[config.mk]
export PLATFORM = sky130hd
export DESIGN_NAME = mip_top
export DESIGN_NICKNAME = d
export VERILOG_FILES = /design/src/mip_mask_word.v /design/src/mip_top.v
export VERILOG_INCLUDE_DIRS = /design/src
export SDC_FILE = /design/constraint.sdc
export NUM_CORES = 1
export LEC_CHECK = 0
export BUFFER_PORTS_ARGS = -buffer_cell sky130_fd_sc_hd__buf_4
export CORE_MARGIN = 2
export CORE_UTILIZATION = 45
export CTS_CLUSTER_DIAMETER = 60
export DETAILED_ROUTE_END_ITERATION = 7
export GPL_ROUTABILITY_DRIVEN = 0
export PLACE_DENSITY = 0.69
export SLEW_MARGIN = 20
export SYNTH_ARGS = -nofsm -noshare
export SYNTH_HDL_FRONTEND = slang
export SYNTH_HIERARCHICAL = 1
export SYNTH_SLANG_ARGS = --single-unit
[constraint.sdc]
create_clock -name CLOCK_I -period 15.97 [get_ports CLOCK_I]
set_input_delay 0.7985 -clock CLOCK_I [delete_from_list [all_inputs] [get_ports CLOCK_I]]
set_output_delay 0.7985 -clock CLOCK_I [all_outputs]
set_load 0.05 [all_outputs]
[src/mip_defs.vh]
// Constants for the maskable interrupt mask and priority block.
`ifndef MIP_DEFS_VH
`define MIP_DEFS_VH

////////////////////////////////////////////////////////////////////////////////
// Register byte offsets on the AXI4-Lite bus.
`define MIP_OFS_MASK0      8'h00
`define MIP_OFS_MASK1      8'h04
`define MIP_OFS_MASK2      8'h08
`define MIP_OFS_MASK3      8'h0C
`define MIP_OFS_MASK0_HIGH 8'h10
`define MIP_OFS_MASK1_HIGH 8'h14
`define MIP_OFS_MASK2_HIGH 8'h18
`define MIP_OFS_MASK3_HIGH 8'h1C
`define MIP_OFS_IN_SERVICE 8'h20
`define MIP_OFS_STATUS_WRD 8'h24
`define MIP_OFS_REQ_LOW    8'h28
`define MIP_OFS_REQ_HIGH   8'h2C
`define MIP_OFS_EVT_STAT   8'h30
`define MIP_OFS_EVT_MASK   8'h34

////////////////////////////////////////////////////////////////////////////////
// Reset values.
`define MIP_RST_MASK       16'hFFFF
`define MIP_RST_IN_SERVICE 8'h00
`define MIP_RST_STATUS_WRD 32'h00000020
`define MIP_RST_EVT        3'h0

////////////////////////////////////////////////////////////////////////////////
// Field positions in the processor status word.
`define MIP_PSW_ACK_DIS    5
`define MIP_PSW_EXC        6
`define MIP_PSW_NMI        7

////////////////////////////////////////////////////////////////////////////////
// Event bits of the interrupt status register.
`define MIP_EVT_ACK        0
`define MIP_EVT_RET        1
`define MIP_EVT_REFUSE     2
`define MIP_EVT_W          3

////////////////////////////////////////////////////////////////////////////////
// Bus responses.
`define MIP_RESP_OKAY      2'h0
`define MIP_RESP_SLVERR    2'h2

`endif

[src/mip_mask_word.v]
// One 16-bit source mask word with separate low and high byte writes.
`include "mip_defs.vh"

module mip_mask_word
(
    // Clock and reset.
    input  wire        clk_i,
    input  wire        rst_i,
    // Byte writes.
    input  wire        wr_lo_i,
    input  wire        wr_hi_i,
    input  wire [7:0]  lo_i,
    input  wire [7:0]  hi_i,
    // Stored mask.
    output wire [15:0] mask_o
);

reg [15:0] mask_ff;

assign mask_o = mask_ff;

////////////////////////////////////////////////////////////////////////////////
always @(posedge clk_i or posedge rst_i)
begin
    if (rst_i)
    begin
        mask_ff <= `MIP_RST_MASK;
    end
    else
    begin
        if (wr_lo_i)
        begin
            mask_ff[7:0] <= lo_i;
        end
        if (wr_hi_i)
        begin
            mask_ff[15:8] <= hi_i;
        end
    end
end

endmodule // mip_mask_word

[src/mip_top.v]
// Maskable interrupt masks, in-service priority and acknowledge-disable flag.
//
// The placing of the registers and the AXI4-Lite interface to the registers were chosen for this implementation.
`include "mip_defs.vh"

module mip_top
(
    // Clock and reset.
    input  wire        CLOCK_I,
    input  wire        RST_I,
    // AXI4-Lite write address channel.
    input  wire [7:0]  S_AXI_AWADDR_I,
    input  wire        S_AXI_AWVALID_I,
    output wire        S_AXI_AWREADY_O,
    // AXI4-Lite write data channel.
    input  wire [31:0] S_AXI_WDATA_I,
    input  wire [3:0]  S_AXI_WSTRB_I,
    input  wire        S_AXI_WVALID_I,
    output wire        S_AXI_WREADY_O,
    // AXI4-Lite write response channel.
    output wire [1:0]  S_AXI_BRESP_O,
    output wire        S_AXI_BVALID_O,
    input  wire        S_AXI_BREADY_I,
    // AXI4-Lite read address channel.
    input  wire [7:0]  S_AXI_ARADDR_I,
    input  wire        S_AXI_ARVALID_I,
    output wire        S_AXI_ARREADY_O,
    // AXI4-Lite read data channel.
    output wire [31:0] S_AXI_RDATA_O,
    output wire [1:0]  S_AXI_RRESP_O,
    output wire        S_AXI_RVALID_O,
    input  wire        S_AXI_RREADY_I,
    // Peripheral request pulses, one per source.
    input  wire [63:0] SOURCE_REQ_I,
    // CPU acknowledge of a maskable request.
    input  wire        ACK_I,
    input  wire [5:0]  ACK_SRC_I,
    input  wire [2:0]  ACK_LEVEL_I,
    // CPU instruction strobes and status word restore.
    input  wire        RETURN_FROM_INTERRUPT_I,
    input  wire        DISABLE_ACK_INSTRUCTION_I,
    input  wire        ENABLE_ACK_INSTRUCTION_I,
    input  wire        PSW_LOAD_I,
    input  wire [31:0] PSW_LOAD_DATA_I,
    // Towards the CPU core.
    output wire [63:0] PENDING_O,
    output wire        MASKABLE_REQ_O,
    output wire [31:0] PROCESSOR_STATUS_WORD_O,
    output wire [7:0]  IN_SERVICE_PRIORITY_O,
    // Interrupt line to the system.
    output wire        IRQ_O
);

////////////////////////////////////////////////////////////////////////////////
// State.
reg [7:0]              in_service_priority_ff;
reg [7:0]              nxt_in_service;
reg [31:0]             processor_status_word_ff;
reg [31:0]             nxt_psw;
reg [63:0]             source_request_flag_ff;
reg [63:0]             nxt_req;
reg [`MIP_EVT_W-1:0]   evt_stat_ff;
reg [`MIP_EVT_W-1:0]   nxt_evt_stat;
reg [`MIP_EVT_W-1:0]   evt_mask_ff;
reg [7:0]              clr_bit;
reg [63:0]             req_clr;
integer                i;

wire [63:0]            mask_all;
wire [63:0]            pending;
wire                   ack_dis;
wire                   ack_ok;
wire                   ret_clear;
wire [`MIP_EVT_W-1:0]  evt;
wire                   clr_lo_hit;
wire                   clr_hi_hit;

////////////////////////////////////////////////////////////////////////////////
// Write side of the bus slave.
reg        aw_got_ff;
reg        w_got_ff;
reg [7:0]  aw_addr_ff;
reg [31:0] w_data_ff;
reg [3:0]  w_strb_ff;
reg        bvalid_ff;
reg [1:0]  bresp_ff;
wire       do_wr;
reg        wr_hit;

assign S_AXI_AWREADY_O = ~aw_got_ff;
assign S_AXI_WREADY_O  = ~w_got_ff;
assign S_AXI_BVALID_O  = bvalid_ff;
assign S_AXI_BRESP_O   = bresp_ff;
assign do_wr           = aw_got_ff & w_got_ff & ~bvalid_ff;

always @(posedge CLOCK_I or posedge RST_I)
begin
    if (RST_I)
    begin
        aw_got_ff  <= 1'b0;
        w_got_ff   <= 1'b0;
        aw_addr_ff <= 8'h00;
        w_data_ff  <= 32'h00000000;
        w_strb_ff  <= 4'h0;
        bvalid_ff  <= 1'b0;
        bresp_ff   <= `MIP_RESP_OKAY;
    end
    else
    begin
        if (S_AXI_AWVALID_I && !aw_got_ff)
        begin
            aw_got_ff  <= 1'b1;
            aw_addr_ff <= S_AXI_AWADDR_I;
        end
        if (S_AXI_WVALID_I && !w_got_ff)
        begin
            w_got_ff  <= 1'b1;
            w_data_ff <= S_AXI_WDATA_I;
            w_strb_ff <= S_AXI_WSTRB_I;
        end
        if (do_wr)
        begin
            aw_got_ff <= 1'b0;
            w_got_ff  <= 1'b0;
            bvalid_ff <= 1'b1;
            bresp_ff  <= wr_hit ? `MIP_RESP_OKAY : `MIP_RESP_SLVERR;
        end
        else if (bvalid_ff && S_AXI_BREADY_I)
        begin
            bvalid_ff <= 1'b0;
        end
    end
end

// Address decode of a write; the in-service and status words take no data.
always @*
begin
    case (aw_addr_ff)
        `MIP_OFS_MASK0, `MIP_OFS_MASK1, `MIP_OFS_MASK2, `MIP_OFS_MASK3,
        `MIP_OFS_MASK0_HIGH, `MIP_OFS_MASK1_HIGH, `MIP_OFS_MASK2_HIGH,
        `MIP_OFS_MASK3_HIGH, `MIP_OFS_IN_SERVICE, `MIP_OFS_STATUS_WRD,
        `MIP_OFS_REQ_LOW, `MIP_OFS_REQ_HIGH, `MIP_OFS_EVT_STAT,
        `MIP_OFS_EVT_MASK:
            wr_hit = 1'b1;
        default:
            wr_hit = 1'b0;
    endcase
end

////////////////////////////////////////////////////////////////////////////////
// Source mask words, each with a full-word view and a high-byte alias.
genvar g;
generate
    for (g = 0; g < 4; g = g + 1)
    begin : g_mask
        wire sel_word = do_wr && (aw_addr_ff == 8'h00 + 8'h04 * g);
        wire sel_high = do_wr && (aw_addr_ff == `MIP_OFS_MASK0_HIGH
                                               + 8'h04 * g);
        wire [7:0] high_data = sel_high ? w_data_ff[7:0]
                                        : w_data_ff[15:8];

        mip_mask_word u_mask
        (
            .clk_i   (CLOCK_I),
            .rst_i   (RST_I),
            .wr_lo_i (sel_word & w_strb_ff[0]),
            .wr_hi_i ((sel_word & w_strb_ff[1])
                      | (sel_high & w_strb_ff[0])),
            .lo_i    (w_data_ff[7:0]),
            .hi_i    (high_data),
            .mask_o  (mask_all[16*g+15:16*g])
        );
    end
endgenerate

////////////////////////////////////////////////////////////////////////////////
// Request recording, pending view and acknowledge gating.
assign ack_dis   = processor_status_word_ff[`MIP_PSW_ACK_DIS];
assign pending   = source_request_flag_ff & ~mask_all;
assign ack_ok    = ACK_I & ~ack_dis & pending[ACK_SRC_I];
assign ret_clear = RETURN_FROM_INTERRUPT_I
                   & ~processor_status_word_ff[`MIP_PSW_NMI]
                   & ~processor_status_word_ff[`MIP_PSW_EXC];
assign clr_lo_hit = do_wr & (aw_addr_ff == `MIP_OFS_REQ_LOW);
assign clr_hi_hit = do_wr & (aw_addr_ff == `MIP_OFS_REQ_HIGH);

assign PENDING_O      = pending;
assign MASKABLE_REQ_O = (|pending) & ~ack_dis;

always @*
begin
    req_clr = 64'h0;
    for (i = 0; i < 32; i = i + 1)
    begin
        req_clr[i]    = clr_lo_hit & w_data_ff[i] & w_strb_ff[i/8];
        req_clr[32+i] = clr_hi_hit & w_data_ff[i] & w_strb_ff[i/8];
    end
    if (ack_ok)
    begin
        req_clr[ACK_SRC_I] = 1'b1;
    end
    // A masked or held request keeps its flag until taken or cleared.
    nxt_req = (source_request_flag_ff & ~req_clr) | SOURCE_REQ_I;
end

////////////////////////////////////////////////////////////////////////////////
// In-service priority: lowest set level is the highest priority.
always @*
begin
    // Isolates the lowest set bit, the highest-priority level in service.
    clr_bit = in_service_priority_ff & (~in_service_priority_ff + 8'h01);
    nxt_in_service = in_service_priority_ff;
    if (ret_clear)
    begin
        nxt_in_service = nxt_in_service & ~clr_bit;
    end
    if (ack_ok)
    begin
        nxt_in_service[ACK_LEVEL_I] = 1'b1;
    end
end

////////////////////////////////////////////////////////////////////////////////
// Processor status word and its acknowledge-disable flag.
always @*
begin
    nxt_psw = processor_status_word_ff;
    if (PSW_LOAD_I)
    begin
        nxt_psw = PSW_LOAD_DATA_I;
    end
    if (DISABLE_ACK_INSTRUCTION_I)
    begin
        nxt_psw[`MIP_PSW_ACK_DIS] = 1'b1;
    end
    else if (ENABLE_ACK_INSTRUCTION_I)
    begin
        nxt_psw[`MIP_PSW_ACK_DIS] = 1'b0;
    end
    if (ack_ok)
    begin
        nxt_psw[`MIP_PSW_ACK_DIS] = 1'b1;
    end
end

always @(posedge CLOCK_I or posedge RST_I)
begin
    if (RST_I)
    begin
        in_service_priority_ff   <= `MIP_RST_IN_SERVICE;
        processor_status_word_ff <= `MIP_RST_STATUS_WRD;
        source_request_flag_ff   <= 64'h0;
    end
    else
    begin
        in_service_priority_ff   <= nxt_in_service;
        processor_status_word_ff <= nxt_psw;
        source_request_flag_ff   <= nxt_req;
    end
end

assign PROCESSOR_STATUS_WORD_O = processor_status_word_ff;
assign IN_SERVICE_PRIORITY_O   = in_service_priority_ff;

////////////////////////////////////////////////////////////////////////////////
// Event status, write one to clear, with a new event winning the clear.
assign evt[`MIP_EVT_ACK]    = ack_ok;
assign evt[`MIP_EVT_RET]    = ret_clear & (|in_service_priority_ff);
assign evt[`MIP_EVT_REFUSE] = ACK_I & ~ack_ok;

always @*
begin
    nxt_evt_stat = evt_stat_ff;
    if (do_wr && aw_addr_ff == `MIP_OFS_EVT_STAT && w_strb_ff[0])
    begin
        nxt_evt_stat = evt_stat_ff & ~w_data_ff[`MIP_EVT_W-1:0];
    end
    nxt_evt_stat = nxt_evt_stat | evt;
end

always @(posedge CLOCK_I or posedge RST_I)
begin
    if (RST_I)
    begin
        evt_stat_ff <= `MIP_RST_EVT;
        evt_mask_ff <= `MIP_RST_EVT;
    end
    else
    begin
        evt_stat_ff <= nxt_evt_stat;
        if (do_wr && aw_addr_ff == `MIP_OFS_EVT_MASK && w_strb_ff[0])
        begin
            evt_mask_ff <= w_data_ff[`MIP_EVT_W-1:0];
        end
    end
end

assign IRQ_O = |(evt_stat_ff & evt_mask_ff);

////////////////////////////////////////////////////////////////////////////////
// Read side of the bus slave.
reg        rvalid_ff;
reg [31:0] rdata_ff;
reg [1:0]  rresp_ff;
reg [31:0] rd_mux;
reg        rd_hit;

assign S_AXI_ARREADY_O = ~rvalid_ff;
assign S_AXI_RVALID_O  = rvalid_ff;
assign S_AXI_RDATA_O   = rdata_ff;
assign S_AXI_RRESP_O   = rresp_ff;

always @*
begin
    rd_hit = 1'b1;
    rd_mux = 32'h00000000;
    case (S_AXI_ARADDR_I)
        `MIP_OFS_MASK0:      rd_mux[15:0] = mask_all[15:0];
        `MIP_OFS_MASK1:      rd_mux[15:0] = mask_all[31:16];
        `MIP_OFS_MASK2:      rd_mux[15:0] = mask_all[47:32];
        `MIP_OFS_MASK3:      rd_mux[15:0] = mask_all[63:48];
        `MIP_OFS_MASK0_HIGH: rd_mux[7:0]  = mask_all[15:8];
        `MIP_OFS_MASK1_HIGH: rd_mux[7:0]  = mask_all[31:24];
        `MIP_OFS_MASK2_HIGH: rd_mux[7:0]  = mask_all[47:40];
        `MIP_OFS_MASK3_HIGH: rd_mux[7:0]  = mask_all[63:56];
        `MIP_OFS_IN_SERVICE: rd_mux[7:0]  = in_service_priority_ff;
        `MIP_OFS_STATUS_WRD: rd_mux       = processor_status_word_ff;
        `MIP_OFS_REQ_LOW:    rd_mux       = source_request_flag_ff[31:0];
        `MIP_OFS_REQ_HIGH:   rd_mux       = source_request_flag_ff[63:32];
        `MIP_OFS_EVT_STAT:   rd_mux[`MIP_EVT_W-1:0] = evt_stat_ff;
        `MIP_OFS_EVT_MASK:   rd_mux[`MIP_EVT_W-1:0] = evt_mask_ff;
        default:             rd_hit = 1'b0;
    endcase
end

always @(posedge CLOCK_I or posedge RST_I)
begin
    if (RST_I)
    begin
        rvalid_ff <= 1'b0;
        rdata_ff  <= 32'h00000000;
        rresp_ff  <= `MIP_RESP_OKAY;
    end
    else if (S_AXI_ARVALID_I && !rvalid_ff)
    begin
        rvalid_ff <= 1'b1;
        rdata_ff  <= rd_mux;
        rresp_ff  <= rd_hit ? `MIP_RESP_OKAY : `MIP_RESP_SLVERR;
    end
    else if (rvalid_ff && S_AXI_RREADY_I)
    begin
        rvalid_ff <= 1'b0;
    end
end

endmodule // mip_top
; ---- Word level (Yosys, flattened, before mapping)
; Memories as Yosys holds them, arrays and structs flattened.
; Cells that the tools add are included.
[totals]
latch_bits = 0
inputBits = 169
regBits = 258
memories = 1
ramBits = 0
romBits = 64
out_inout_bits = 147
[op_classes]
div = 0
shift = 0
addsub = 1
multipliers = 0
reduce_logical = 34
muxes = 34
eq_ne = 24
n_lt_le_gt_ge = 4
n_bitwise = 178
[mem_list]
columns = name, words, word_bits, read_ports, rd_clocked_by_memory_dff, wr, line
row1 = (name not given), 64, 1, 1, 0, 0, mip_top.v:138  ; case (aw_addr_ff)
[op_table]
columns = op, n
row1 = $and 1x1->1, 151
row2 = $and 64x64->64, 2
row3 = $not 64->64, 2
row4 = $or 64x64->64, 2
row5 = $eq 8x6->1 const B, 10
row6 = $eq 8x5->1 const B, 8
row7 = $mux 64, 1
row8 = $reduce_or 64->1, 1
row9 = $pmux 5 s12, 1
row10 = $pmux 8 s7, 1
row11 = $mux 8, 6
row12 = $pmux 16 s3, 1
row13 = $pmux 3 s14, 1
row14 = $eq 8x4->1 const B, 4
row15 = $logic_and 1x1->1, 19
row16 = $and 8x8->8, 2
row17 = $eq 8x3->1 const B, 2
row18 = $logic_not 8->1, 2
row19 = $mux 1, 16
row20 = $not 8->8, 2
row21 = $reduce_or 14->1, 1
row22 = $add 8x1->8 const B, 1
row23 = $not 1->1, 8
row24 = $or 8x8->8, 1
row25 = 20 further kinds, 30

; ---- Logic depth before layout (Yosys ltp)
; Gate-level depths: netlist (run 1).
[logic_depth]
word_depth = 10
mapped_depth = 10
depth_no_buf = 7

; ---- Hierarchy
; The synthesis (run 1) kept the hierarchy.
[modules_own_cells]
columns = module, instances, cells_each, seq_area_each_um2, area_per_inst_um2
row1 = mip_top, 1, 1062, 4805.9, 10498.8
row2 = mip_mask_word, 4, 35, 420.4, 686.9

; ---- Worst setup path before layout (run 1)
; OpenSTA, ideal clock, no wires.
[synth_timing]
path_kind = register to register
start = reg source_request_flag_ff[60]
end = reg evt_stat_ff[2]
setup_ns = 0.121
setup_slack_ns = 12.826
synth_period_minus_slack_ns = 3.144
arrival_time_ns = 3.023
t_required_ns = 15.849
stages_incl_launch_ff = 9
cell_sequence = dfrtp_1 -> nor2b_1 -> o22a_1 -> o221ai_2 -> o311a_1 -> nor3b_4 -> or4b_1 -> buf_2 -> a22o_1
[synth_between]
elab_chain_cells = 7
[synth_lines]
columns = element, line
row1 = start: declaration, mip_top.v:60  ; reg [63:0] source_request_flag_ff;
row2 = start signal: assignment, mip_top.v:258  ; source_request_flag_ff <= nxt_req;
row3 = $and 64x64->64, mip_top.v:179  ; assign pending = source_request_flag_ff & ~mask_all;
row4 = net PENDING_O[60], mip_top.v:46  ; output wire [63:0] PENDING_O,
row5 = $bmux 1 s6, mip_top.v:180  ; assign ack_ok = ACK_I & ~ack_dis & pending[ACK_SRC_I];
row6 = $mux 1 (implied by the code), mip_top.v:180
row7 = $and 1x1->1, mip_top.v:180
row8 = $not 1->1, mip_top.v:269  ; assign evt[`MIP_EVT_REFUSE] = ACK_I & ~ack_ok;
row9 = $and 1x1->1, mip_top.v:269
row10 = $or 3x3->3, mip_top.v:278  ; nxt_evt_stat = nxt_evt_stat | evt;
row11 = net nxt_evt_stat[2], mip_top.v:63  ; reg [`MIP_EVT_W-1:0] nxt_evt_stat;
row12 = end signal: assignment, mip_top.v:285  ; evt_stat_ff <= `MIP_RST_EVT;
row13 = end signal: assignment, mip_top.v:290  ; evt_stat_ff <= nxt_evt_stat;
row14 = end: declaration, mip_top.v:62  ; reg [`MIP_EVT_W-1:0] evt_stat_ff;
; The timed path passes the listed nets, and every way through them passes these cells. The select of a mux whose other input is x is not followed.
; A chain may end at the register's enable or synchronous reset.

; ---- Final worst setup path (run 1)
[layout_timing]
start = in ACK_SRC_I[1]
end = reg evt_stat_ff[2]
[layout_between]
elab_chain_cells = 6
[layout_lines]
columns = element, line
row1 = start: declaration, mip_top.v:37  ; input wire [5:0] ACK_SRC_I,
row2 = $bmux 1 s6, mip_top.v:180
row3 = $mux 1 (implied by the code), mip_top.v:180
row4 = $and 1x1->1, mip_top.v:180
row5 = $not 1->1, mip_top.v:269
row6 = $and 1x1->1, mip_top.v:269
row7 = $or 3x3->3, mip_top.v:278
row8 = net nxt_evt_stat[2], mip_top.v:63
; The timed path passes the listed nets, and every way through them passes these cells. The select of a mux whose other input is x is not followed.

==> results by group, run 1 <==
Die
  • DIE AREA: 30800 µm²
  • Die Wd: 176 µm
  • Die Y: 176 µm
  • Initial Util: 0.459
  • Row count: 62
  • Core area: 28900 µm²
  • Io pins: 316

Clock tree
  • Clk slew on worst S/H paths: 0.06 ns
  • Clk sinks: between 200 and 300
  • H-tree depth: 1
  • # hold bufs at CTS: 0
  • Root Buffer Master: clkbuf_16
  • Post-CTS sizing: 0
  • TritonCTS clock tree: done
  • CTS Buffer Depth: 3
  • Total CTS buffers: 31
  • Postcts setup bufs: 0
  • Worst skew pair latency: 0.57 ns

Timing
  • Tcrit/Tclk final: 0.224
  • Setup TNS: 0 ns
  • Fin Hold WS: 0.417 ns
  • Final setup fails: 0
  • RSZ-0062 raised after global routing: false
  • Worst-Margin Slew: 1.24 ns
  • Worst Skew: between 0.02 and 0.025 ns
  • Fmax: 0.280 GHz
  • Hold Vio Cnt, Final: 0
  • Final worst slack: 12.40 ns
  • Fin crit period: roughly 3.6 ns
  • Slew margin rel.: 0.171
  • Final Max Tran Viols: 0

Logic synthesis
  • Top post-synthesis cells by count: dfrtp_1 (191), mux2_2 (111), nand2_1 (99)
  • Mean area per synthesized cell: 11.0 µm²
  • Most used DFF post-synth: dfrtp_1
  • Synth top area share: 0.361
  • Mapped cell area: 13200 µm²
  • Dominant cells by area after synthesis: dfrtp_1 (36%), dfstp_2 (13%), mux2_2 (9.4%)
  • Top-count cell post-synth: dfrtp_1
  • Yosys reg bits: 256
  • Synth Instances: 1202
  • Yosys top cell by area: dfrtp_1
  • Sequential fraction of the synthesis area: 0.490
  • Number of synthesized flops with an enable pin: 0
  • Post-synthesis async set-or-reset flop share: 1.00
  • Synth warnings: 6
  • Yosys cell types: 60

Power
  • PwrDens: 148 nW/µm²
  • Peak VDD IR: around 0.11 mV
  • Power consumption: about 0.0025 W
  • Static leakage: 6.68 nW

Critical path
  • Critical path type: input port to flip-flop
  • Arrival time at the worst endpoint: 4.03 ns
  • Worst R2R End: evt_stat_ff[2]
  • Reg2Reg Setup Slack: between 10 and 15 ns
  • Setup crit start kind: input port
  • Most used cell, CP: buf_4
  • Crit path buffers/inverters: 2
  • CP top delay family: simple AND/OR/NAND/NOR gates
  • Critical path, cell by cell: buf_4 -> nand3_1 -> o22ai_1 -> nor4_1 -> o41ai_2 -> nor3b_4 -> buf_4 -> or4b_1 -> a22o_1
  • Max incr delay on CP: 0.72 ns
  • Worst-path fanout max: 27
  • CP Capture Type: flip-flop
  • Reg2reg start: source_request_flag_ff[47]
  • Required time worst endpoint: 16.43 ns
  • Crit-path slowest cell: or4b_1
  • R2R depth: 7

Outcome
  • Failing checks: DRC
  • Status: complete, but fails checks

Placed design
  • Hpwl dp: ~41 mm
  • Pre-CTS WS: roughly 12 ns
  • IO Port Bufs: 313
  • Placement Cell Area: 15900 µm²

Global route
  • Global-route wire length before repair: 80.1 mm
  • Largest net degree at the start of global routing: between 100 and 150
  • Total Routing Usage GR: 0.351
  • Vias in the first global route: ~12000
  • Initial antenna violation count: 1
  • Total grt overflow: 0

Min path
  • Hold WC Path Type: input port to asynchronous set/reset pin

Finish
  • Net count, final: 1657
  • Layout cells sized above 1: 0.428
  • Antenna Cells: 0
  • Design area: 17000 µm²
  • Fillcell total: 2494
  • Synthesis-to-finish area growth: 28.3%

Route
  • Via count: 12495
  • WL/cell: a little under 30 µm
  • ANT nets after route: 0
  • Initial drt markers: 2339
  • Via density: roughly 6.6
  • Drt total wl: 55.6 mm
  • First-pass DRT Iterations: 8
  • Drc violations: 146

Job
  • Number of max-cap violations: 0
==> registers in the layout (all words and copies together) (netlist names) <==
register                 count
g_mask.u_mask/mask_o        64
S_AXI_BRESP_O                1
w_got_ff                     1
w_data_ff                   32
IN_SERVICE_PRIORITY_O        8
aw_addr_ff                   8
S_AXI_RRESP_O                1
S_AXI_RVALID_O               1
PROCESSOR_STATUS_WORD_O     32
w_strb_ff                    4
aw_got_ff                    1
S_AXI_BVALID_O               1
source_request_flag_ff      64
evt_stat_ff                  3
S_AXI_RDATA_O               32
evt_mask_ff                  3
==> layout make-up <==
type	instances	area, µm²	area share
clock buffers	44	950	0.0559
clock inverters	13	175	0.0103
inverters	11	48.8	0.00287
multi-input cells	861	6390	0.376
flip-flops and latches	256	6490	0.382
well taps	384	480	0.0283
repair buffers	327	2450	0.144
==> per-stage QoR <==
stage | util | cells
final | 0.589 | 1896
after global placement | 0.550 | 1839
after detailed placement | 0.550 | 1839
after floorplan | - | 1203
after global routing | 0.589 | 1896
after CTS | 0.589 | 1896
==> how the worst max path moves through the flow <==
stage | endpoint | slack (ns) | cells past startpoint | start
3_3_place_gp | evt_stat_ff[2] | 12.02 | 9 | ACK_SRC_I[1]
3_5_place_dp | evt_stat_ff[2] | 11.96 | 9 | ACK_SRC_I[0]
2_1_floorplan | IN_SERVICE_PRIORITY_O[0] | 9.95 | 1 | RST_I
4_1_cts | evt_stat_ff[2] | 12.51 | 9 | ACK_SRC_I[0]
6_report | evt_stat_ff[2] | 12.40 | 9 | ACK_SRC_I[1]
5_1_grt | IN_SERVICE_PRIORITY_O[0] | 12.32 | 9 | ACK_SRC_I[1]
==> logic make-up (layout without fill, tap and decap cells) <==
| group | count (synthesis) | after routing | synth area share |
|---|---|---|---|
| buffers and inverters | 86 | 395 | 0.0311 |
| AND/OR/NAND/NOR | 396 | 396 | 0.155 |
| other | 1 | 2 | 0.000283 |
| flip-flops | 256 | 256 | 0.490 |
| AO/OA/AOI/OAI | 284 | 284 | 0.153 |
| multiplexers | 179 | 179 | 0.171 |
==> routing by layer <==
| metal | vias to the layer above | track usage | wire, µm |
|---|---|---|---|
| met5 | - | 0 | 13 |
| met4 | 2 | 0.176 | 3550 |
| met3 | 250 | 0.126 | 8350 |
| met2 | 1071 | 0.498 | 22800 |
| met1 | 6082 | 0.475 | 20900 |
| li1 | 5090 | - | - |
==> power breakdown <==
part | internal (W) | switching (W) | total, W
Clock | 0.000477 | 0.000287 | 0.000764
Sequential | 0.000790 | 0.000242 | 0.00103
Combinational | 0.000280 | 0.000435 | 0.000715
==> worst register-to-register path: cells and delay by family (launching register included) <==
kind | cells | cell delay, ns
and+or+nand+nor | 3 | 1.59
AOI/OAI and AO/OA | 3 | 0.95
DFF | 1 | 0.50
buffers and inverters | 1 | 0.33
==> cell usage in the layout (no fill, tap or decap), drive strengths merged, types with 3 or more instances in the layout <==
master and count:
nor4 29, or3b 4, o22ai 27, buf 327, a22oi 35, dfrtp 191, a221oi 5, o22a 3
clkbuf 44, nand4 5, a31o 8, o41ai 3, o221ai 3, and2 9, dfstp 65, mux2i 3
or3 3, o21ai 30, a21oi 60, o211ai 16, clkinv 8, nand2b 28, a31oi 31, and4 4
nand3b 9, inv 11, nor2 64, a222oi 36, bufinv 4, nor3 32, and3 5, nand3 29
a22o 16, nand2 99, mux2 175, nor2b 70
Power figures use the tool's default switching activity.
==> run 2: changes to the inputs <==
- PLACE_DENSITY: 0.69 -> 0.72
- clock period: 15.97 -> 3.25 ns (I/O delays scaled with it)
==> run 2 against run 1 <==
  * The flow still finishes with violations (DRC)
  * Clock skew down 0.0053 ns
  * Sequential share of layout area fell by 3.6 points
  * Sequential power grew to 4.9 times the previous value
  * Setup slack got worse by 12 ns
  * Via count increased by 9.0%
  * Power grew to 4.9 times the previous value
  * Hold slack worse by 0.36 ns
  * Core utilization rose by 6.1 points
  * Critical endpoint is now IN_SERVICE_PRIORITY_O[0]
  * Wire length grew 7.9%
  * Non-clock buffer count rose by 197
  * Critical path type is now flip-flop to flip-flop
  * Combinational power rose to 5.4 times the previous value
  * Global-route usage increased by 3.0 points
==> results by group, run 2 (synthesis gave the netlist of run 1 again) <==
Outcome
  • Status: complete, but fails checks
  • Failing checks: DRC

Timing
  • Fin crit period: 3.05 ns
  • Worst Skew: 0.0150 ns
  • Final Max Tran Viols: 0
  • Setup TNS: 0 ns
  • Fmax: 0.328 GHz
  • Hold Vio Cnt, Final: 0
  • Final worst slack: about 0.2 ns
  • Slew margin rel.: 0.276
  • Final setup fails: 0
  • Worst-Margin Slew: ~1.1 ns
  • RSZ-0062 raised after global routing: false
  • Tcrit/Tclk final: 0.939

Route
  • First-pass DRT Iterations: 8
  • Initial drt markers: 2554
  • Via count: 13615
  • Drt total wl: between 60 and 70 mm
  • WL/cell: about 29 µm
  • Drc violations: 2
  • ANT nets after route: 0
  • Via density: 6.50

Power
  • Static leakage: 7.46 nW
  • PwrDens: roughly 660 nW/µm²
  • Psw: 0.00486 W
  • Peak VDD IR: 0.504 mV
  • Int Pwr: 0.00744 W
  • Clk network pwr share: 0.277
  • Seq pwr share: 0.411
  • Sw Ratio: 0.395
  • Comb pwr share: 0.311

Placed design
  • Hpwl dp: 42.6 mm
  • Pre-CTS WS: ~0.34 ns
  • Placement Cell Area: 16200 µm²
  • IO Port Bufs: between 300 and 400

Finish
  • Layout cells sized above 1: 0.401
  • Register area: 6490 µm²
  • Area occupied by multi-input gates: 6380 µm²
  • Commonest non-fill, non-tap cells in the layout: buf_4 (368), dfrtp_1 (191), dlygate4sd3_1 (153)
  • Synthesis-to-finish area growth: 41.6%
  • Fillcell total: around 2200
  • Most common cell after layout, fill and taps aside: buf_4
  • Design area: 18800 µm²
  • Net count, final: 1854
  • Final core utilization: 0.650

Clock tree
  • Clk slew on worst S/H paths: about 0.060 ns
  • TritonCTS clock tree: done
  • Clk sinks: 256
  • Postcts setup bufs: 0
  • Worst skew pair latency: 0.58 ns
  • CTS Buffer Depth: 3
  • Post-CTS sizing: 0
  • Root Buffer Master: clkbuf_16
  • Total CTS buffers: 31
  • H-tree depth: 1
  • # hold bufs at CTS: 153

Die
  • Initial Util: 0.459
  • Die Y: 176 µm
  • DIE AREA: 30800 µm²
  • Core area: 28900 µm²
  • Die Wd: 176 µm
  • Io pins: 316
  • Row count: 62

Critical path
  • Arrival time at the worst endpoint: 3.51 ns
  • Worst R2R End: IN_SERVICE_PRIORITY_O[0]
  • CP Capture Type: flip-flop
  • Worst-path fanout max: 10
  • Crit path launch: source_request_flag_ff[46]
  • Reg2reg start: source_request_flag_ff[46]
  • R2R depth: 6
  • Critical path type: flip-flop to flip-flop
  • CP Capture Point: IN_SERVICE_PRIORITY_O[0]
  • Setup crit start kind: flip-flop
  • Required time worst endpoint: 3.71 ns
  • Reg2Reg Setup Slack: 0.20 ns

Min path
  • Hold WC Path Type: input port to flip-flop
  • Worst Min Path Start: S_AXI_ARADDR_I[0]

Global route
  • Largest net degree at the start of global routing: 61
  • Global-route wire length before repair: around 87 mm
  • Total Routing Usage GR: 0.381
  • Total grt overflow: 0
  • Initial antenna violation count: 1
  • Vias in the first global route: 13553

Job
  • Number of max-cap violations: 0
-- run 2: stage by stage --
step | hold WS (ns) | total power [W] | std cells
2_1_floorplan | 0.256 | 0.00682 | 1203
4_1_cts | 0.0515 | 0.0121 | 2094
3_5_place_dp | 0.350 | 0.00856 | 1883
5_1_grt | 0.0825 | 0.0126 | 2096
6_report | 0.0620 | 0.0123 | 2096
3_3_place_gp | 0.345 | 0.00850 | 1883
-- run 2: worst max-delay path, stage by stage, from the launching register on --
cell and delay, ns:
dfrtp_1 0.45, nor2b_1 0.56, o221ai_1 0.27, o311ai_2 0.36, nor3b_4 0.26, or4b_1 0.72
o41ai_2 0.32
-- run 2: metal layers --
layer,GRT usage,vias to the layer above,part of all wire
li1,-,5494,-
met1,0.474,6442,0.35
met2,0.566,1321,0.42
met3,0.142,358,0.15
met4,0.224,0,0.080
met5,0.00801,-,0
-- run 2: layout make-up --
cell class	count	area share
multi-input combinational	861	0.340
inverter	11	0.00240
sequential	256	0.346
clock buffer	47	0.0478
tap	384	0.0256
timing repair buffer	524	0.232
clock inverter	11	0.00534
antenna	2	0.000267
-- run 2: worst min-delay path by stage --
| stage | cells past startpoint | end |
|---|---|---|
| floorplan | 1 | IN_SERVICE_PRIORITY_O[0] |
| global placement | 2 | S_AXI_BVALID_O |
| detailed placement | 2 | S_AXI_BVALID_O |
| CTS | 4 | S_AXI_RDATA_O[1] |
| global route | 4 | S_AXI_RDATA_O[1] |
| finish | 4 | S_AXI_RDATA_O[1] |
-- run 2: power by group through the flow --
stage / Sequential, W / Clock, W / Combinational (W)
final: 0.00506 / 0.00341 / 0.00383
after detailed placement: 0.00500 / 0 / 0.00356
after global routing: 0.00506 / 0.00355 / 0.00396
after floorplan: 0.00471 / 0 / 0.00211
after CTS: 0.00495 / 0.00341 / 0.00372
after global placement: 0.00498 / 0 / 0.00352
